File: src/rtl/dscfg_pkg.sv
package dscfg_pkg;
	// Register byte addresses on the APB slave (word index times four).
	localparam logic [7:0] MAIN_SETTINGS_IDX = 8'hD1;
	localparam logic [7:0] HEALTH_IDENT_IDX = 8'hD0;
	localparam logic [7:0] TRIGGER_IDX = 8'hD3;
	localparam logic [7:0] BOUND_HIGH_IDX = 8'h25;
	localparam logic [7:0] BOUND_LOW_IDX = 8'h26;
	localparam logic [7:0] CODE_OUT_IDX = 8'h21;
	localparam logic [9:0] MAIN_SETTINGS_ADDR = 10'(MAIN_SETTINGS_IDX) << 2;
	localparam logic [9:0] HEALTH_IDENT_ADDR = 10'(HEALTH_IDENT_IDX) << 2;
	localparam logic [9:0] TRIGGER_ADDR = 10'(TRIGGER_IDX) << 2;
	localparam logic [9:0] BOUND_HIGH_ADDR = 10'(BOUND_HIGH_IDX) << 2;
	localparam logic [9:0] BOUND_LOW_ADDR = 10'(BOUND_LOW_IDX) << 2;
	localparam logic [9:0] CODE_OUT_ADDR = 10'(CODE_OUT_IDX) << 2;
	// Main settings layout and reset value.
	localparam logic [15:0] MAIN_SETTINGS_RST = 16'h01F0;
	localparam int SHAPE_HI = 15;
	localparam int SHAPE_LO = 14;
	localparam int LOCK_BIT = 13;
	localparam int PMBUS_BIT = 12;
	localparam int STEP_HI = 11;
	localparam int STEP_LO = 9;
	localparam int IVL_HI = 8;
	localparam int IVL_LO = 5;
	localparam int PDN_HI = 4;
	localparam int PDN_LO = 3;
	localparam int REF_BIT = 2;
	localparam int GAIN_HI = 1;
	localparam int GAIN_LO = 0;
	// Trigger register fields.
	localparam int KEY_HI = 15;
	localparam int KEY_LO = 12;
	localparam int RUN_BIT = 8;
	localparam int RELOAD_BIT = 5;
	localparam int PROG_BIT = 4;
	localparam logic [3:0] UNLOCK_KEY = 4'h5;
	// Status layout.
	localparam int UCRC_BIT = 15;
	localparam int FCRC_BIT = 14;
	localparam int STORE_BIT = 13;
	localparam int UPD_BIT = 12;
	// Waveform shapes and interval codes.
	localparam logic [1:0] SHAPE_TRI = 2'h0;
	localparam logic [1:0] SHAPE_SAW_UP = 2'h1;
	localparam logic [1:0] SHAPE_SAW_DN = 2'h2;
	localparam logic [1:0] SHAPE_SQR = 2'h3;
	localparam logic [3:0] IVL_NO_SLEW = 4'hF;
	localparam logic [1:0] PDN_UP = 2'h0;
	// Timing at 20 MHz.
	localparam int CLK_NS = 50;
	localparam int BASE_NS = 25600;
	localparam int BASE_CYC = (BASE_NS + CLK_NS - 1) / CLK_NS;
	localparam int UPD_NS = 100;
	localparam int UPD_CYC = (UPD_NS + CLK_NS - 1) / CLK_NS;
	typedef enum logic [1:0] {DSCFG_IDLE, DSCFG_RISE, DSCFG_FALL} dscfg_dir_t;
endpackage

File: src/rtl/dscfg_top.sv
`timescale 1ns/10ps
`default_nettype none
// What this block does
// Status bit 15 shows user store CRC failure.
// Status bit 14 shows factory store CRC failure.
// Bit 13 high during store operation; blocks code writes.
// Bit 12 high during output update; blocks code writes.
// Shape 00 gives triangle between bounds.
// Shape 01 gives rising sawtooth, instant fall.
// Shape 10 gives falling sawtooth, instant rise.
// Shape 11 gives square wave, interval timed.
// Writing lock bit locks; key 0101 unlocks.
// Bit 12 enables PMBus mode, resets zero.
// Step field maps to 1,2,3,4,6,8,16,32 LSB.
// Interval field sets step time; 1111 no slew.
// Power-down field selects output state.
// Bit 2 selects supply or internal reference.
// Gain field applies only with internal reference.
// Main settings reset to 01F0h.
// Host writes key 0101 into trigger bits 15-12.
// Run trigger starts continuous waveform generation.
// While locked, only unlock-key writes are accepted.
// Host polls busy flags before code writes.
module dscfg_top
	import dscfg_pkg::*;
#(
	parameter int CODE_W = 10,
	parameter int STORE_CYC = 64,
	parameter logic [3:0] PART_ID = 4'h3, // Arbitrary value.
	parameter logic [1:0] REV_ID = 2'h1 // Arbitrary value.
)
(
	input wire logic SYS_CLK_I,
	input wire logic NRST_I,
	input wire logic CLK_EN_I,
	input wire logic PSEL_I,
	input wire logic PENABLE_I,
	input wire logic PWRITE_I,
	input wire logic [9:0] PADDR_I,
	input wire logic [31:0] PWDATA_I,
	output logic [31:0] PRDATA_O,
	output logic PREADY_O,
	output logic PSLVERR_O,
	input wire logic USER_CRC_FAIL_I,
	input wire logic FACTORY_CRC_FAIL_I,
	output logic [CODE_W-1:0] CODE_O,
	output logic [1:0] OUTPUT_POWERDOWN_SEL_O,
	output logic INT_REF_EN_O,
	output logic [1:0] OUTPUT_GAIN_SEL_O,
	output logic PMBUS_MODE_O,
	output logic STORE_PROG_O,
	output logic STORE_RELOAD_O
);
	logic [15:0] main_settings;
	logic locked;
	logic waveform_run;
	logic [CODE_W-1:0] bound_high, bound_low, code;
	logic [15:0] store_cnt;
	logic [1:0] upd_cnt;
	logic [19:0] ivl_cnt;
	logic sq_high;
	logic user_store_crc_alarm, factory_store_crc_alarm;
	dscfg_dir_t dir;

	// Bus decode; every access completes in its first access cycle.
	wire acc = PSEL_I && PENABLE_I && CLK_EN_I;
	wire wr = acc && PWRITE_I;
	wire rd_setup = PSEL_I && !PENABLE_I && !PWRITE_I;
	wire hit_main = PADDR_I == MAIN_SETTINGS_ADDR;
	wire hit_stat = PADDR_I == HEALTH_IDENT_ADDR;
	wire hit_trig = PADDR_I == TRIGGER_ADDR;
	wire hit_bh = PADDR_I == BOUND_HIGH_ADDR;
	wire hit_bl = PADDR_I == BOUND_LOW_ADDR;
	wire hit_code = PADDR_I == CODE_OUT_ADDR;
	wire mapped = hit_main | hit_stat | hit_trig | hit_bh | hit_bl | hit_code;
	wire key_ok = PWDATA_I[KEY_HI:KEY_LO] == UNLOCK_KEY;
	wire store_op_pending = store_cnt != '0;
	wire update_busy = upd_cnt != '0;
	// Writes are dropped while locked, and code writes while busy.
	wire wr_ok = wr && !locked;
	wire code_blk = store_op_pending || update_busy;
	wire wr_main = wr_ok && hit_main;
	wire wr_trig = wr_ok && hit_trig;
	wire wr_code = wr_ok && hit_code && !code_blk;
	wire unlock = wr && hit_trig && key_ok;
	wire start_store = wr_trig && !store_op_pending
		&& (PWDATA_I[PROG_BIT] || PWDATA_I[RELOAD_BIT]);
	wire [15:0] status = {user_store_crc_alarm, factory_store_crc_alarm,
		store_op_pending, update_busy, 6'h00, PART_ID, REV_ID};
	wire [15:0] rd_mux = hit_main ? {main_settings[15:14], 1'b0,
		main_settings[12:0]} : hit_stat ? status : hit_trig ?
		{7'h00, waveform_run, 8'h08} : hit_bh ? 16'(bound_high) :
		hit_bl ? 16'(bound_low) : 16'h0000;
	assign PREADY_O = 1'b1;
	assign PSLVERR_O = PSEL_I && PENABLE_I && !mapped;

	// Configuration fields: shape, step and interval feed the engine, the rest except the lock bit are driven to the analog side.
	wire [1:0] shape = main_settings[SHAPE_HI:SHAPE_LO];
	wire [2:0] step_sel = main_settings[STEP_HI:STEP_LO];
	wire [3:0] ivl_sel = main_settings[IVL_HI:IVL_LO];
	assign PMBUS_MODE_O = main_settings[PMBUS_BIT];
	assign OUTPUT_POWERDOWN_SEL_O = main_settings[PDN_HI:PDN_LO];
	assign INT_REF_EN_O = main_settings[REF_BIT];
	// Gain is forced to the lowest span when the supply is the reference.
	assign OUTPUT_GAIN_SEL_O = INT_REF_EN_O ?
		main_settings[GAIN_HI:GAIN_LO] : 2'h0;
	assign CODE_O = code;

	// Step size table in LSB.
	wire [5:0] step = step_sel == 3'h0 ? 6'h01 : step_sel == 3'h1 ? 6'h02 :
		step_sel == 3'h2 ? 6'h03 : step_sel == 3'h3 ? 6'h04 :
		step_sel == 3'h4 ? 6'h06 : step_sel == 3'h5 ? 6'h08 :
		step_sel == 3'h6 ? 6'h10 : 6'h20;
	// Interval: base tier times 1, 1.25, 1.5 or 1.75; codes 12-14 short.
	wire [19:0] tier = ivl_sel[3:2] == 2'h0 ? 20'(BASE_CYC) :
		ivl_sel[3:2] == 2'h1 ? 20'(BASE_CYC * 8) : 20'(BASE_CYC * 64);
	wire [19:0] ivl_len = ivl_sel == 4'hC ? 20'(240) :
		ivl_sel == 4'hD ? 20'(80) : ivl_sel == 4'hE ? 20'(80) :
		tier + ((tier >> 2) * 20'(ivl_sel[1:0]));
	wire no_slew = ivl_sel == IVL_NO_SLEW;
	wire tick = no_slew || ivl_cnt >= ivl_len - 20'h1;

	wire [CODE_W:0] up = {1'b0, code} + (CODE_W+1)'(step);
	wire [CODE_W:0] dn = {1'b0, code} - (CODE_W+1)'(step);
	wire at_top = no_slew || up >= {1'b0, bound_high};
	wire at_bot = no_slew || dn[CODE_W] || dn <= {1'b0, bound_low};

	// Register writes; lock set by bit 13, cleared by the key or by reset.
	always_ff @(posedge SYS_CLK_I)
	begin
		if (!NRST_I)
		begin
			main_settings <= MAIN_SETTINGS_RST;
			locked <= 1'b0;
			bound_high <= '0;
			bound_low <= '0;
		end
		else if (CLK_EN_I)
		begin
			if (wr_main)
				main_settings <= PWDATA_I[15:0];
			if (unlock)
				locked <= 1'b0;
			else if (wr_main && PWDATA_I[LOCK_BIT])
				locked <= 1'b1;
			if (wr_ok && hit_bh && !code_blk)
				bound_high <= PWDATA_I[CODE_W-1:0];
			if (wr_ok && hit_bl && !code_blk)
				bound_low <= PWDATA_I[CODE_W-1:0];
		end
	end

	// Busy counters, alarm capture and read data.
	always_ff @(posedge SYS_CLK_I)
	begin
		if (!NRST_I)
		begin
			store_cnt <= '0;
			upd_cnt <= '0;
			PRDATA_O <= '0;
			user_store_crc_alarm <= 1'b0;
			factory_store_crc_alarm <= 1'b0;
			STORE_PROG_O <= 1'b0;
			STORE_RELOAD_O <= 1'b0;
		end
		else if (CLK_EN_I)
		begin
			user_store_crc_alarm <= USER_CRC_FAIL_I;
			factory_store_crc_alarm <= FACTORY_CRC_FAIL_I;
			STORE_PROG_O <= start_store && PWDATA_I[PROG_BIT];
			STORE_RELOAD_O <= start_store && !PWDATA_I[PROG_BIT];
			if (start_store)
				store_cnt <= 16'(STORE_CYC);
			else if (store_op_pending)
				store_cnt <= store_cnt - 16'h1;
			if (wr_code)
				upd_cnt <= 2'(UPD_CYC);
			else if (update_busy)
				upd_cnt <= upd_cnt - 2'h1;
			// Captured in the setup cycle, so that it stands through the
			// access phase, where the host takes it with pready.
			if (rd_setup)
				PRDATA_O <= {16'h0000, rd_mux};
		end
	end

	// Waveform engine: runs while the trigger bit is set.
	always_ff @(posedge SYS_CLK_I)
	begin
		if (!NRST_I)
		begin
			waveform_run <= 1'b0;
			code <= '0;
			dir <= DSCFG_IDLE;
			ivl_cnt <= '0;
			sq_high <= 1'b0;
		end
		else if (CLK_EN_I)
		begin
			if (wr_trig)
				waveform_run <= PWDATA_I[RUN_BIT];
			if (wr_code)
				code <= PWDATA_I[CODE_W-1:0];
			else if (waveform_run && dir == DSCFG_IDLE)
			begin
				code <= bound_low;
				dir <= DSCFG_RISE;
				ivl_cnt <= '0;
			end
			else if (!waveform_run)
				dir <= DSCFG_IDLE;
			else
			begin
				ivl_cnt <= tick ? '0 : ivl_cnt + 20'h1;
				if (tick)
				begin
					unique case (shape)
						SHAPE_TRI:
						begin
							if (dir == DSCFG_RISE)
							begin
								code <= at_top ? bound_high : up[CODE_W-1:0];
								if (at_top)
									dir <= DSCFG_FALL;
							end
							else
							begin
								code <= at_bot ? bound_low : dn[CODE_W-1:0];
								if (at_bot)
									dir <= DSCFG_RISE;
							end
						end
						SHAPE_SAW_UP:
							code <= (code >= bound_high) ? bound_low :
								at_top ? bound_high : up[CODE_W-1:0];
						SHAPE_SAW_DN:
							code <= (code <= bound_low) ? bound_high :
								at_bot ? bound_low : dn[CODE_W-1:0];
						SHAPE_SQR:
						begin
							sq_high <= !sq_high;
							code <= sq_high ? bound_low : bound_high;
						end
					endcase
				end
			end
		end
	end

	// Checks on the register behaviour.
	chk_reset_value: assert property (@(posedge SYS_CLK_I)
		!NRST_I |=> main_settings == MAIN_SETTINGS_RST)
		else $error("main settings reset value wrong");
	chk_lock_blocks: assert property (@(posedge SYS_CLK_I) disable iff (!NRST_I)
		locked && wr && hit_main && CLK_EN_I |=> $stable(main_settings))
		else $error("write accepted while locked");
	chk_unlock_key: assert property (@(posedge SYS_CLK_I) disable iff (!NRST_I)
		CLK_EN_I && unlock |=> !locked)
		else $error("key did not unlock");
	chk_lock_set: assert property (@(posedge SYS_CLK_I) disable iff (!NRST_I)
		CLK_EN_I && wr_main && PWDATA_I[LOCK_BIT] && !unlock |=> locked)
		else $error("lock bit did not lock");
	chk_store_busy: assert property (@(posedge SYS_CLK_I) disable iff (!NRST_I)
		CLK_EN_I && start_store |=> status[STORE_BIT])
		else $error("store busy not raised");
	chk_update_busy: assert property (@(posedge SYS_CLK_I) disable iff (!NRST_I)
		CLK_EN_I && wr_code |=> status[UPD_BIT]
		&& code == $past(PWDATA_I[CODE_W-1:0]))
		else $error("update busy or code wrong");
	chk_code_hold: assert property (@(posedge SYS_CLK_I) disable iff (!NRST_I)
		code_blk && !waveform_run && CLK_EN_I |=> $stable(code))
		else $error("code changed while busy");
	chk_gain_gate: assert property (@(posedge SYS_CLK_I) disable iff (!NRST_I)
		!INT_REF_EN_O |-> OUTPUT_GAIN_SEL_O == 2'h0)
		else $error("gain active without internal reference");
	chk_crc_alarm: assert property (@(posedge SYS_CLK_I) disable iff (!NRST_I)
		CLK_EN_I ##1 CLK_EN_I |-> status[UCRC_BIT] == $past(USER_CRC_FAIL_I)
		&& status[FCRC_BIT] == $past(FACTORY_CRC_FAIL_I))
		else $error("crc alarm mismatch");
	chk_square_bounds: assert property (@(posedge SYS_CLK_I) disable iff (!NRST_I)
		CLK_EN_I && waveform_run && shape == SHAPE_SQR && tick && dir != DSCFG_IDLE
		&& !wr_code |=> code == bound_high || code == bound_low)
		else $error("square wave off bounds");
endmodule
`default_nettype wire

File: config.mk
export PLATFORM = sky130hd
export DESIGN_NAME = dscfg_top
export DESIGN_NICKNAME = d
export VERILOG_FILES = /design/src/rtl/dscfg_pkg.sv /design/src/rtl/dscfg_top.sv
export SDC_FILE = /design/constraint.sdc
export NUM_CORES = 1
export LEC_CHECK = 0
export BUFFER_PORTS_ARGS = -buffer_cell sky130_fd_sc_hd__buf_4
export CELL_PAD_IN_SITES_DETAIL_PLACEMENT = 0
export CELL_PAD_IN_SITES_GLOBAL_PLACEMENT = 2
export CORE_UTILIZATION = 31
export DETAILED_ROUTE_END_ITERATION = 10
export PLACE_DENSITY_LB_ADDON = 0.12
export SLEW_MARGIN = 20
export SYNTH_ARGS = -nofsm -noshare
export SYNTH_HDL_FRONTEND = slang
export SYNTH_SLANG_ARGS = --single-unit
export TNS_END_PERCENT = 10
File: constraint.sdc
create_clock -name SYS_CLK_I -period 4.4 [get_ports SYS_CLK_I]
set_clock_uncertainty 0.05 [all_clocks]
set_input_delay 0.66 -clock SYS_CLK_I [delete_from_list [all_inputs] [get_ports SYS_CLK_I]]
set_output_delay 0.66 -clock SYS_CLK_I [all_outputs]
set_load 0.05 [all_outputs]
-- Word level (Yosys, flattened, before mapping)
Cells that the tools add are included.
- add/sub/neg operators: 7
- multipliers: 1
- $lt $le $gt $ge: 5
- equality and inequality tests: 26
- multiplexer cells: 45
- bitwise operators: 7
- reductions and logical operators: 61
- operators with widths (kind ; number):
    2-to-1 mux 10 bit ; 13
    2-to-1 mux 16 bit ; 6
    2-to-1 mux 20 bit ; 3
    2-to-1 mux 17 bit ; 3
    2-to-1 mux 6 bit ; 7
    one-hot mux 10 bit (4 select lines) ; 1
    == test 10 bit (second input constant) ; 3
    == test 10 x 8 -> 1 bit (second input constant) ; 3
    logical AND 1 bit ; 23
    adder 20 x 1 -> 20 bit (second input constant) ; 1
    >= comparator 20 bit ; 1
    2-to-1 mux 2 bit ; 10
    subtractor 17 x 1 -> 18 bit (second input constant) ; 1
    adder 16 x 16 -> 17 bit ; 1
    == test 4 bit (second input constant) ; 4
    multiplier 14 x 2 -> 16 bit ; 1
    AND reduction 2 bit ; 8
    nonzero test 16 bit ; 1
    subtractor 16 x 1 -> 16 bit (second input constant) ; 1
    AND reduction 6 bit ; 2
    adder 10 x 6 -> 11 bit ; 1
    >= comparator 11 x 10 -> 1 bit ; 1
    <= comparator 11 x 10 -> 1 bit ; 1
    subtractor 10 x 6 -> 11 bit ; 1
    22 further kinds ; 55
- flip-flop bits (word level): 109
- bits of input ports: 50
- output and inout port bits: 52
- logic and storage cells: 168

-- Logic depth before layout (Yosys ltp)
Gate-level depths: netlist of the first run.
- word-level depth: 18
- mapped depth: 21
- mapped depth without buffers: 18

-- Worst setup path after synthesis of the first run
Ideal clock, no wire load.
- path type: register to register
- start point: reg main_settings[11]
- end point: reg code[3] (netlist: CODE_O[3])
- setup time: 0.132 ns
- arrival: 4.396 ns
- path slack: -0.178 ns
- cell stages (with the launch flop): 19
- buffers on the path: 2
- clock period less this slack: 4.578 ns
- cells stage by stage: dfxtp_1 > clkbuf_1 > xor2_1 > o21ai_0 > inv_1 > fa_1 > nor2b_1 > o221ai_1 > a21oi_1 > and3_1 > xor2_1 > ha_1 > nand3_1 > o211ai_1 > clkbuf_1 > mux2i_1 > o22ai_1 > a2111oi_0 > o22ai_1
- word-level cells in the longest chain between the ends: 18
- elaborated cells between the ends (all ways): 31
- those cells by class: add/sub: 2; order compare: 2; eq/ne: 6; mux: 17; reduce/logical: 4
- RTL lines (what ; line ; text):
    start, declared ; dscfg_top.sv:54 ; logic [15:0] main_settings;
    start signal, assigned ; dscfg_top.sv:141 ; main_settings <= PWDATA_I[15:0];
    == test 3 bit ; dscfg_top.sv:113 ; step_sel == 3'h6 ? 6'h10 : 6'h20;
    2-to-1 mux 6 bit ; dscfg_top.sv:113 ;
    2-to-1 mux 6 bit (2 in series) ; dscfg_top.sv:112 ; step_sel == 3'h4 ? 6'h06 : step_sel == 3'h5 ? 6'h08 :
    2-to-1 mux 6 bit (2 in series) ; dscfg_top.sv:111 ; step_sel == 3'h2 ? 6'h03 : step_sel == 3'h3 ? 6'h04 :
    2-to-1 mux 6 bit ; dscfg_top.sv:110 ; wire [5:0] step = step_sel == 3'h0 ? 6'h01 : step_sel == 3'h1 ? 6'h02 :
    2-to-1 mux 6 bit (*) ; dscfg_top.sv:110 ;
    subtractor 10 x 6 -> 11 bit or adder 10 x 6 -> 11 bit (tied branches) ; dscfg_top.sv:124, dscfg_top.sv:123 ;
    <= comparator 11 x 10 -> 1 bit (tied with other cells) ; dscfg_top.sv:126 ; wire at_bot = no_slew || dn[CODE_W] || dn <= {1'b0, bound_low};
    logical OR 1 bit (on tied branches) ; dscfg_top.sv:126, dscfg_top.sv:125 ;
    2-to-1 mux 10 bit (on tied branches) ; n/a ;
    2-to-1 mux 10 bit (on tied branches) ; dscfg_top.sv:237, dscfg_top.sv:220, dscfg_top.sv:234 ;
    one-hot mux 10 bit (4 select lines) (*) ; dscfg_top.sv:217 ; unique case (shape)
    2-to-1 mux 10 bit (*) ; dscfg_top.sv:215 ; if (tick)
    2-to-1 mux 10 bit (*) ; dscfg_top.sv:210 ; else if (!waveform_run)
    2-to-1 mux 10 bit (*) ; dscfg_top.sv:204 ; else if (waveform_run && dir == DSCFG_IDLE)
    2-to-1 mux 10 bit (*) ; dscfg_top.sv:202 ; if (wr_code)
    end signal, assigned ; dscfg_top.sv:203 ; code <= PWDATA_I[CODE_W-1:0];
    end signal, assigned ; dscfg_top.sv:206 ; code <= bound_low;
    end signal, assigned ; dscfg_top.sv:222 ; code <= at_top ? bound_high : up[CODE_W-1:0];
    end, declared ; dscfg_top.sv:57 ; logic [CODE_W-1:0] bound_high, bound_low, code;
Every way passes the cells marked *; elsewhere a longest branch is shown, timed or not. The select of a mux whose other input is x is not followed.
A chain may end at the register's enable or synchronous reset.

-- Final worst setup path of the first run
- start point: reg main_settings[10]
- end point: reg code[0] (netlist: CODE_O[0])
The elaborated chain is that of the path after synthesis.

==> results of run 1 <==
[final timing paths]
| path | start | to | depth (start not counted) |
|---|---|---|---|
| max | main_settings[10] | CODE_O[0] | 20 |
| min | PRDATA_O[10] | PRDATA_O[10] | 2 |
| max reg2reg | main_settings[10] | CODE_O[0] | 20 |
| min reg2reg | PRDATA_O[10] | PRDATA_O[10] | 2 |
[synthesized netlist by cell type, types with 19 or more instances]
cell type,instances
sky130_fd_sc_hd__nand2_1,118
sky130_fd_sc_hd__dfxtp_1,108
sky130_fd_sc_hd__ha_1,74
sky130_fd_sc_hd__nor2_1,64
sky130_fd_sc_hd__o21ai_0,62
sky130_fd_sc_hd__a21oi_1,59
sky130_fd_sc_hd__clkbuf_1,49
sky130_fd_sc_hd__inv_1,43
sky130_fd_sc_hd__nor2b_1,39
sky130_fd_sc_hd__nand3_1,37
sky130_fd_sc_hd__a21boi_0,35
sky130_fd_sc_hd__mux2i_1,35
sky130_fd_sc_hd__nor3_1,26
sky130_fd_sc_hd__o211ai_1,21
sky130_fd_sc_hd__buf_4,19
[registers in the layout, indices dropped and copies added (netlist names), 2 cells and up]
| name | cells |
|---|---|
| PRDATA_O | 16 |
| main_settings | 15 |
| dir | 2 |
| store_cnt | 16 |
| bound_low | 10 |
| ivl_cnt | 20 |
| upd_cnt | 2 |
| bound_high | 10 |
| CODE_O | 10 |
[final cells by class]
class	instances	area (um2)	share of cell area
multi-input combinational	844	5850	0.581
sequential	108	2170	0.216
timing repair buffer	152	1170	0.116
tap	335	419	0.0417
clock buffer	10	239	0.0238
inverter	43	161	0.0161
clock inverter	6	47.5	0.00473
[kinds of logic after synthesis]
group                    after synthesis
buffers and inverters                114
XOR/XNOR                              34
multiplexers                          36
AND/OR/NAND/NOR                      397
flip-flops                           108
AO/OA/AOI/OAI                        279
adder cells (fa/ha/maj)               77
other                                  2
[layout by cell type (no fill, tap or decap), types with 4 or more instances in the layout]
cell	synthesis	layout
sky130_fd_sc_hd__clkbuf_16	0	10
sky130_fd_sc_hd__a22oi_1	11	10
sky130_fd_sc_hd__conb_1	2	21
sky130_fd_sc_hd__nand3b_1	13	13
sky130_fd_sc_hd__xor2_1	17	15
sky130_fd_sc_hd__o31ai_1	5	4
sky130_fd_sc_hd__or2_2	8	7
sky130_fd_sc_hd__a21oi_1	59	55
sky130_fd_sc_hd__mux2i_1	35	33
sky130_fd_sc_hd__a221oi_1	5	4
sky130_fd_sc_hd__o211ai_1	21	21
sky130_fd_sc_hd__clkinvlp_4	0	4
sky130_fd_sc_hd__o21bai_1	4	4
sky130_fd_sc_hd__nor2_1	64	63
sky130_fd_sc_hd__o21ai_0	62	60
sky130_fd_sc_hd__xnor2_1	17	15
sky130_fd_sc_hd__ha_1	74	68
sky130_fd_sc_hd__a21o_1	6	6
sky130_fd_sc_hd__nand3_1	37	37
sky130_fd_sc_hd__and3_1	12	11
sky130_fd_sc_hd__dfxtp_1	108	105
sky130_fd_sc_hd__nand4_1	8	8
sky130_fd_sc_hd__o21a_1	7	7
sky130_fd_sc_hd__a211oi_1	10	8
sky130_fd_sc_hd__a31oi_1	7	7
sky130_fd_sc_hd__o22ai_1	11	11
sky130_fd_sc_hd__nor4_1	11	10
sky130_fd_sc_hd__inv_1	43	42
sky130_fd_sc_hd__nor2b_1	39	38
sky130_fd_sc_hd__nand2_1	118	118
sky130_fd_sc_hd__or3_1	13	13
sky130_fd_sc_hd__and2_1	11	11
sky130_fd_sc_hd__a21boi_0	35	34
sky130_fd_sc_hd__nand2b_1	12	12
sky130_fd_sc_hd__nor3_1	26	22
sky130_fd_sc_hd__buf_4	19	148
[worst max-delay path, stage by stage, from the launching register on]
cell	delay, ns
sky130_fd_sc_hd__dfxtp_4	0.37
sky130_fd_sc_hd__buf_4	0.14
sky130_fd_sc_hd__nand2b_1	0.13
sky130_fd_sc_hd__o21a_1	0.22
sky130_fd_sc_hd__ha_4	0.28
sky130_fd_sc_hd__o21a_1	0.14
sky130_fd_sc_hd__o31ai_2	0.07
sky130_fd_sc_hd__buf_4	0.14
sky130_fd_sc_hd__a21boi_2	0.17
sky130_fd_sc_hd__xor2_1	0.25
sky130_fd_sc_hd__ha_1	0.30
sky130_fd_sc_hd__a211o_1	0.29
sky130_fd_sc_hd__o211ai_1	0.09
sky130_fd_sc_hd__a21oi_1	0.12
sky130_fd_sc_hd__o311ai_0	0.34
sky130_fd_sc_hd__buf_4	0.22
sky130_fd_sc_hd__o22ai_1	0.10
sky130_fd_sc_hd__a2111oi_0	0.54
sky130_fd_sc_hd__a2111o_1	0.19
sky130_fd_sc_hd__a32oi_1	0.10
sky130_fd_sc_hd__nand2_1	0.11
[routing by layer]
layer	share of wire	global-route usage	wire, um
met5	0	0	0
met4	0.014	0.0467	393
met3	0.028	0.0203	795
met2	0.48	0.367	13800
met1	0.47	0.282	13500
[report_power, final]
group,leakage (nW),internal [mW],switching [mW]
clock network,0.127,0.404,0.423
logic,3.21,0.249,0.311
registers,0.875,1.04,0.0635
[timing repair]
action                                  CTS  global route
cloned                                    0             1
endpoints found under the setup margin   11            11
gates resized for setup                  10            49
buffers inserted                          1             8
pin swaps                                 2            26
[per-stage QoR]
step / power [mW] / cells / hold slack (ns) / util
after floorplan: 1.57 / 1066 / 0.400 / -
after global placement: 1.69 / 1472 / 0.408 / 0.363
after detailed placement: 1.69 / 1472 / 0.417 / 0.363
after CTS: 2.53 / 1489 / 0.428 / 0.375
after global routing: 2.62 / 1498 / 0.456 / 0.387
final: 2.49 / 1498 / 0.427 / 0.387
==> results.tsv, run 1 <==
metric	value	unit
total global-route track usage	0.211	
Via density	5.27	
power per cell area	248	nW/um2
worst min path class	reg -> reg	
global-route wire length before repair	43500	um
overall overflow remaining after global route	0	
antenna violations before repair	0	
data required time at the worst endpoint	4.66	ns
detailed-route DRC error count	0	
antenna violation net count after detailed routing	0	
pin count of the biggest net entering global routing	53	
Max-cap violations	0	
via count of the first global-routing pass	7644	
dominant combinational cell family by area after synthesis	simple AND/OR/NAND/NOR gates	
final net count	1284	
placeable core area	26000	um2
aggregate negative setup slack	-0.0342	ns
slack of the critical path	-0.0342	ns
Die Wd	164	um
Hold Violations, Final	0	
category of the worst setup path capture point	flip-flop	
failing checks	negative setup slack	
Fillers	2776	
Period Utilization, post-route	1.01	
Distinct cells, synth	77	
Post-Synth Simple-Gate Area	0.249	
number of clock sinks	108	
predominant post-synthesis flop cell	sky130_fd_sc_hd__dfxtp_1	
data arrival time at the worst-slack endpoint	4.69	ns
mux contribution to synthesized area	0.0442	
Setup-failing EPs final	1	
XOR/XNOR share of the synthesized area	0.0364	
P_leak	4.21	nW
cell accounting for the most synthesized area	sky130_fd_sc_hd__dfxtp_1	
outcome	finished with violations	
total number of vias	7887	
root buffer cell	sky130_fd_sc_hd__clkbuf_16	
clock slew seen by the registers of the worst setup and hold paths	0.08	ns
routed length per instance	19.0	um
remaining max-slew budget at the tightest pin	0.398	
share of the synthesized area in compound gates (AO/OA/AOI/OAI)	0.225	
share of Yosys cell area claimed by the top area cell type	0.264	
detailed-placement wirelength estimate	21400	um
post-synthesis async set-or-reset flop share	0	
fraction of the yosys area taken by sequential cells	0.264	
peak ir drop on the vdd network	0.000276	V
maximum count of clock buffers along a single path	2	
CP Launch Type	flip-flop	
Cell Area, Synth	8180	um2
minimum setup slack among reg-to-reg paths	-0.03	ns
diode count	0	
max-slew violation count	0	
die footprint	27000	um2
warnings from Yosys	0	
H-tree depth reported by CTS	3	
Hold Buf Count CTS	0	
TritonCTS clock tree	yes	
number of CTS-inserted buffers	9	
Crit Path Class	reg -> reg	
Least-Margin Pin Slew	0.903	ns
Setup Slack @ Placement	-0.236	ns
Max FO, Critical Path	6	
initial core utilization	0.315	
placed cell area	9420	um2
final weighted congestion in routability-driven placement	0.858	
RSZ-0062 raised after global routing	yes	
EDFF count, synth	0	
Port Buffers	68	
Syn-to-layout area delta	22.9	%
final critical delay including setup and external delays	4.43	ns
Post-Route WL	28500	um
final instance area	10100	um2
Synth Area in Adders	0.119	
number of iterations in the first detailed-routing pass	5	
f_max	226	MHz
fraction of layout cells with a size suffix above 1	0.206	
average footprint of a synthesized cell	7.81	um2
total of flip-flops plus latches after synthesis	108	
Boundary Pins	102	
initial drt markers	519	
count of mapped cells out of synthesis	1047	
largest cells by area after synthesis	sky130_fd_sc_hd__dfxtp_1 26%, sky130_fd_sc_hd__ha_1 11%, sky130_fd_sc_hd__nand2_1 5.4%	
site row count	59	
Clock Latency Late Sink	0.37	ns
vertical extent of the die	164	um
Power figures use the tool's default switching activity.
==> run 2: changes to the inputs <==
PLACE_DENSITY = 0.73   (was unset)
PLACE_DENSITY_LB_ADDON = unset   (was 0.12)
==> run 2 against run 1 <==
The flow now finishes without violations. Sequential power barely moved. Critical path depth rose by 1. Flip-flop and latch count unchanged. Largest cell class unchanged.
==> results.tsv, run 2 (synthesis gave the netlist of run 1 again) <==
metric	value	unit	change
commonest non-fill, non-tap cell in the layout	sky130_fd_sc_hd__buf_4		unchanged
outcome	finished clean		was finished with violations
hold-critical path depth	2		unchanged
via count of the first global-routing pass	7455		was 7644
Hold Violations, Final	0		unchanged
H-tree depth reported by CTS	3		unchanged
Fillers	2804		was 2776
origin of the critical flop-to-flop path	main_settings[11]		was main_settings[10]
CP Launch Type	flip-flop		unchanged
antenna violations before repair	0		unchanged
final critical delay including setup and external delays	4.40	ns	was 4.43 ns
Die Wd	164	um	unchanged
Clock Latency Late Sink	0.36	ns	was 0.37 ns
final net count	1285		was 1284
Hold Buf Count CTS	0		unchanged
worst reg2reg path endpoint	CODE_O[0]		unchanged
RSZ-0062 raised after global routing	yes		unchanged
site row count	59		unchanged
Largest Register	ivl_cnt		unchanged
top library cells by usage in the layout, fill and taps aside	144 x sky130_fd_sc_hd__buf_4, 118 x sky130_fd_sc_hd__nand2_1, 105 x sky130_fd_sc_hd__dfxtp_1		was 148 x sky130_fd_sc_hd__buf_4, 118 x sky130_fd_sc_hd__nand2_1, 105 x sky130_fd_sc_hd__dfxtp_1
Boundary Pins	102		unchanged
detailed-placement wirelength estimate	20900	um	was 21400 um
maximum count of clock buffers along a single path	2		unchanged
number of buffers and inverters on the critical path	3		unchanged
antenna violation net count after detailed routing	0		unchanged
delay-heaviest family, CP	compound AO/OA/AOI/OAI gates		unchanged
die footprint	27000	um2	unchanged
Max FO, Critical Path	6		unchanged
placeable core area	26000	um2	unchanged
Least-Margin Pin Slew	0.853	ns	was 0.903 ns
initial drt markers	487		was 519
Period Utilization, post-route	1.00		was 1.01
critical path depth	21		was 20
Port Buffers	68		unchanged
internal power consumption	1.75	mW	was 1.70 mW
Via density	5.28		was 5.27
Post-Route WL	27900	um	was 28500 um
number of clock sinks	108		unchanged
remaining max-slew budget at the tightest pin	0.432		was 0.398
final instance area	10200	um2	was 10100 um2
Min-Delay Endpoint	PRDATA_O[13]		was PRDATA_O[10]
initial core utilization	0.315		unchanged
worst min path class	reg -> reg		unchanged
flip-flop count of the largest register after layout	20		unchanged
TritonCTS clock tree	yes		unchanged
P_leak	4.27	nW	was 4.21 nW
final weighted congestion in routability-driven placement	0.893		was 0.858
detailed-route DRC error count	0		unchanged
hold path startpoint	PRDATA_O[13]		was PRDATA_O[10]
portion of total power attributed to sequential cells	0.434		was 0.444
root buffer cell	sky130_fd_sc_hd__clkbuf_16		unchanged
Setup Slack @ Placement	-0.234	ns	was -0.236 ns
number of CTS-inserted buffers	9		unchanged
data arrival time at the worst-slack endpoint	4.65	ns	was 4.69 ns
pin count of the biggest net entering global routing	77		was 53
overall overflow remaining after global route	0		unchanged
Max-cap violations	0		unchanged
relative contribution of combinational cells to total power	0.222		was 0.224
data required time at the worst endpoint	4.65	ns	was 4.66 ns
Setup-failing EPs final	0		was 1
diode count	0		unchanged
max-slew violation count	0		unchanged
crit path max-delay cell type	sky130_fd_sc_hd__a2111oi_0		unchanged
fraction of layout cells with a size suffix above 1	0.216		was 0.206
placed cell area	9430	um2	was 9420 um2
crit path launch	main_settings[11]		was main_settings[10]
peak ir drop on the vdd network	0.000237	V	was 0.000276 V
Syn-to-layout area delta	24.8	%	was 22.9%
slack of the critical path	0.00144	ns	was -0.0342 ns
ordered cell list for the critical path	xor2_2 > o21ai_2 > buf_4 > ha_1 > nor2b_1 > o31ai_1 > buf_4 > a21boi_2 > a211oi_2 > xor2_1 > ha_1 > nand4_1 > nor2_2 > o21a_1 > o311ai_2 > buf_4 > o22ai_1 > a2111oi_0 > a2111o_1 > a32oi_1 > nand2_1		was buf_4 > nand2b_1 > o21a_1 > ha_4 > o21a_1 > o31ai_2 > buf_4 > a21boi_2 > xor2_1 > ha_1 > a211o_1 > o211ai_1 > a21oi_1 > o311ai_0 > buf_4 > o22ai_1 > a2111oi_0 > a2111o_1 > a32oi_1 > nand2_1
category of the worst setup path capture point	flip-flop		unchanged
minimum setup slack among reg-to-reg paths	0.001	ns	was -0.03 ns
power per cell area	250	nW/um2	was 248 nW/um2
switching power as a share of total power	0.317		was 0.320
routed length per instance	18.6	um	was 19.0 um
slowest stage delay, CP	0.45	ns	was 0.54 ns
global-route wire length before repair	42500	um	was 43500 um
total number of vias	7909		was 7887
R2R cell count	21		was 20
Regs by FF count	ivl_cnt (20), PRDATA_O (16), store_cnt (16)		unchanged
Crit Path Class	reg -> reg		unchanged
clock network fraction of total power	0.344		was 0.332
number of iterations in the first detailed-routing pass	7		was 5
clock slew seen by the registers of the worst setup and hold paths	0.09	ns	was 0.08 ns
cell repeated most along the worst path	sky130_fd_sc_hd__buf_4		unchanged
vertical extent of the die	164	um	unchanged
switching power	0.810	mW	was 0.797 mW
f_max	227	MHz	was 226 MHz
total global-route track usage	0.206		was 0.211
==> run 2: changes by cell type in the layout (fill, tap and decap cells not counted), moves of 3 or more <==
cell,delta
sky130_fd_sc_hd__buf_4,-4
sky130_fd_sc_hd__buf_6,+3
sky130_fd_sc_hd__clkinvlp_4,-3
sky130_fd_sc_hd__inv_1,-3
sky130_fd_sc_hd__inv_2,+3
sky130_fd_sc_hd__o21ai_0,-3
==> run 2: cell type report <==
type                    count  area, um2  area share
well taps                 335        419      0.0411
inverters                  43        161      0.0158
repair buffers            153       1210       0.119
clock inverters             7       87.6     0.00858
multi-input cells         844       5930       0.581
clock buffers               9        225      0.0221
flip-flops and latches    108       2170       0.213
==> run 2: stage by stage <==
stage	hold slack [ns]	power [mW]	cells	utilization	TNS (ns)
after global routing	0.441	2.69	1499	0.393	-0.891
after global placement	0.407	1.69	1472	0.363	-1.66
after detailed placement	0.409	1.70	1472	0.363	-1.55
after CTS	0.422	2.58	1488	0.376	-0.0201
after floorplan	0.400	1.57	1066	-	0
final	0.418	2.56	1499	0.393	0
==> run 2: tightest hold or removal path, stage by stage (launching register included) <==
cell	delay (ns)
sky130_fd_sc_hd__dfxtp_1	0.32
sky130_fd_sc_hd__nand2_1	0.05
sky130_fd_sc_hd__a21boi_0	0.06
==> run 2: repair_timing <==
action,CTS,global route
cloned,0,0
resized for setup,8,80
setup endpoints to repair,12,12
pin swaps,0,32
setup buffers,0,11
==> run 2: power by group through the flow <==
stage / registers [mW] / clock network [mW] / logic [mW]
3_5_place_dp: 1.13 / 0 / 0.567
4_1_cts: 1.11 / 0.906 / 0.569
5_1_grt: 1.12 / 0.941 / 0.628
6_report: 1.11 / 0.880 / 0.568
2_1_floorplan: 1.12 / 0 / 0.446
3_3_place_gp: 1.13 / 0 / 0.562
==> run 2: per-layer routing <==
layer | wire length, um | vias to the layer above | share of wire | GRT usage
li1 | - | 3966 | - | -
met1 | 12900 | 3733 | 0.46 | 0.271
met2 | 13300 | 176 | 0.47 | 0.355
met3 | 1140 | 34 | 0.041 | 0.0264
met4 | 590 | 0 | 0.021 | 0.0505
met5 | 0 | - | 0 | 0
==> run 2: worst max path at each step <==
| stage | endpoint |
|---|---|
| final | CODE_O[0] |
| after global placement | CODE_O[1] |
| after CTS | CODE_O[0] |
| after global routing | CODE_O[0] |
| after floorplan | CODE_O[0] |
| after detailed placement | CODE_O[4] |
==> run 3: changes to the inputs <==
BUFFER_PORTS_ARGS = unset   (was -buffer_cell sky130_fd_sc_hd__buf_4)
CORE_MARGIN = 5   (was unset)
CORE_UTILIZATION = 34   (was 31)
DONT_BUFFER_PORTS = 1   (was unset)
==> run 3 against run 2 <==
Count of clock-buffer cells in the layout stayed put. Sequential power is essentially flat. Final area decreased by 5.5%. Total power decreased by 3.8%. Combinational power shrank 12%. Fmax increased by 0.69%. Die area up 0.82%. Critical path type unchanged. Highest routed layer unchanged.
==> results.tsv, run 3 (synthesis gave the netlist of run 1 again) <==
metric	value	unit	change
maximum count of clock buffers along a single path	2		unchanged
sequential cell area in the final layout	2170	um2	about the same
vertical extent of the die	165	um	was 164 um
power per cell area	255	nW/um2	was 250 nW/um2
CP Launch Type	flip-flop		unchanged
Setup-failing EPs final	0		unchanged
Syn-to-layout area delta	17.9	%	was 24.8%
fraction of layout cells with a size suffix above 1	0.167		was 0.216
max-slew violation count	0		unchanged
remaining max-slew budget at the tightest pin	0.286		was 0.432
diode count	0		unchanged
peak ir drop on the vdd network	0.000223	V	was 0.000237 V
Max FO, Critical Path	7		was 6
number of buffers and inverters on the critical path	2		was 3
Least-Margin Pin Slew	1.07	ns	was 0.853 ns
ordered cell list for the critical path	xor2_1 > o21ai_2 > buf_4 > buf_4 > fa_2 > a21oi_2 > o211ai_1 > nor4_2 > xor2_1 > ha_1 > nand4_1 > nor2_2 > o21a_2 > o311a_4 > mux2i_2 > o221ai_1 > a311oi_1 > o31ai_1 > and2_1		was xor2_2 > o21ai_2 > buf_4 > ha_1 > nor2b_1 > o31ai_1 > buf_4 > a21boi_2 > a211oi_2 > xor2_1 > ha_1 > nand4_1 > nor2_2 > o21a_1 > o311ai_2 > buf_4 > o22ai_1 > a2111oi_0 > a2111o_1 > a32oi_1 > nand2_1
antenna violation net count after detailed routing	0		unchanged
data arrival time at the worst-slack endpoint	4.58	ns	was 4.65 ns
Crit Path Class	reg -> reg		unchanged
total global-route track usage	0.208		was 0.206
placeable core area	23600	um2	was 26000 um2
delay-heaviest family, CP	compound AO/OA/AOI/OAI gates		unchanged
detailed-placement wirelength estimate	20900	um	about the same
Clock Latency Late Sink	0.37	ns	was 0.36 ns
pin count of the biggest net entering global routing	99		was 77
P_leak	3.99	nW	was 4.27 nW
clock slew seen by the registers of the worst setup and hold paths	0.08	ns	was 0.09 ns
final critical delay including setup and external delays	4.37	ns	was 4.40 ns
Hold Buf Count CTS	0		unchanged
final weighted congestion in routability-driven placement	0.852		was 0.893
number of iterations in the first detailed-routing pass	5		was 7
category of the worst setup path capture point	flip-flop		unchanged
total number of vias	7754		was 7909
number of clock sinks	108		unchanged
detailed-route DRC error count	0		unchanged
data required time at the worst endpoint	4.62	ns	was 4.65 ns
Fillers	2532		was 2804
initial core utilization	0.346		was 0.315
flip-flop count of the largest register after layout	20		unchanged
multi-input logic area	5870	um2	was 5930 um2
root buffer cell	sky130_fd_sc_hd__clkbuf_16		unchanged
Boundary Pins	102		unchanged
RSZ-0062 raised after global routing	yes		unchanged
Die Wd	165	um	was 164 um
H-tree depth reported by CTS	3		unchanged
number of CTS-inserted buffers	9		unchanged
crit path max-delay cell type	sky130_fd_sc_hd__o311a_4		was sky130_fd_sc_hd__a2111oi_0
Max-cap violations	0		unchanged
final instance area	9650	um2	was 10200 um2
antenna violations before repair	0		unchanged
final net count	1231		was 1285
Period Utilization, post-route	0.993		was 1.00
Port Buffers	0		was 68
die footprint	27300	um2	was 27000 um2
Finished Core Util	0.409		was 0.393
global-route wire length before repair	44100	um	was 42500 um
Hold Violations, Final	0		unchanged
commonest non-fill, non-tap cell in the layout	sky130_fd_sc_hd__nand2_1		was sky130_fd_sc_hd__buf_4
routed length per instance	19.6	um	was 18.6 um
Largest Register	ivl_cnt		unchanged
placed insts	1400		was 1472
Post-Route WL	28000	um	was 27900 um
overall overflow remaining after global route	0		unchanged
site row count	56		was 59
top library cells by usage in the layout, fill and taps aside	118 x sky130_fd_sc_hd__nand2_1, 105 x sky130_fd_sc_hd__dfxtp_1, 97 x sky130_fd_sc_hd__buf_4		was 144 x sky130_fd_sc_hd__buf_4, 118 x sky130_fd_sc_hd__nand2_1, 105 x sky130_fd_sc_hd__dfxtp_1
TritonCTS clock tree	yes		unchanged
number of standard cells in the layout, taps in and fillers out	1429		was 1499
outcome	finished clean		unchanged
f_max	229	MHz	was 227 MHz
slowest stage delay, CP	0.44	ns	was 0.45 ns
worst min path class	in -> reg		was reg -> reg
placed cell area	8980	um2	was 9430 um2
via count of the first global-routing pass	7535		was 7455
initial drt markers	477		was 487
Via density	5.43		was 5.28
Regs by FF count	ivl_cnt (20), PRDATA_O (16), store_cnt (16)		unchanged
## run 3: changes by cell type in the layout (fill, tap and decap cells not counted), moves of 3 or more
cell / change
sky130_fd_sc_hd__or2_2: +3
sky130_fd_sc_hd__ha_1: +3
sky130_fd_sc_hd__a221oi_2: -3
sky130_fd_sc_hd__or2_4: -3
sky130_fd_sc_hd__buf_6: -5
sky130_fd_sc_hd__buf_4: -47
## run 3: area by class of cell
class | count | share of cell area
clock buffers | 9 | 0.0233
flip-flops and latches | 108 | 0.225
well taps | 319 | 0.0414
repair buffers | 98 | 0.0767
clock inverters | 7 | 0.00804
multi-input cells | 845 | 0.609
inverters | 43 | 0.0167
## run 3: worst reg2reg max path, delay by kind of cell (launching register included)
family	cells	cell delay, ns
XOR/XNOR	2	0.42
AO/OA/AOI/OAI	8	1.71
adder cells (fa/ha/maj)	2	0.65
multiplexers	1	0.23
AND/OR/NAND/NOR	4	0.58
flip-flops	1	0.39
buffers and inverters	2	0.26
## run 3: final timing paths
path	from	to	slack, ns	depth (start not counted)
min	NRST_I	main_settings[6]	0.36	1
max	main_settings[11]	CODE_O[1]	0.03	19
max reg2reg	main_settings[11]	CODE_O[1]	0.03	19
min reg2reg	main_settings[1]	main_settings[1]	0.44	2
## run 3: timing repair
item                                    in CTS  in global routing
gates cloned                                 1                  0
pin swaps                                    8                 22
gates resized for setup                     25                 39
endpoints found under the setup margin      12                 10
buffers inserted                             4                  8
## run 3: where the power goes
group	internal [mW]	total [mW]	leakage [nW]	switching (mW)
logic	0.227	0.498	2.97	0.271
clock network	0.404	0.845	0.144	0.441
registers	1.04	1.12	0.876	0.0742
total	1.67	2.46	3.99	0.786
## run 3: per-layer routing
| layer | routed length [um] | track usage |
|---|---|---|
| met5 | 0 | 0 |
| met4 | 614 | 0.0514 |
| met3 | 1040 | 0.0320 |
| met2 | 13800 | 0.361 |
| met1 | 12600 | 0.270 |
## run 3: stage by stage
step	worst slack (ns)	setup TNS, ns	hold slack [ns]	power (mW)
finish	0.0318	0	0.355	2.46
global route	-0.0496	-0.267	0.320	2.61
CTS	0.0128	0	0.326	2.49
detailed placement	-0.378	-2.83	0.434	1.64
global placement	-0.296	-2.47	0.425	1.63
floorplan	0.000765	0	0.400	1.57
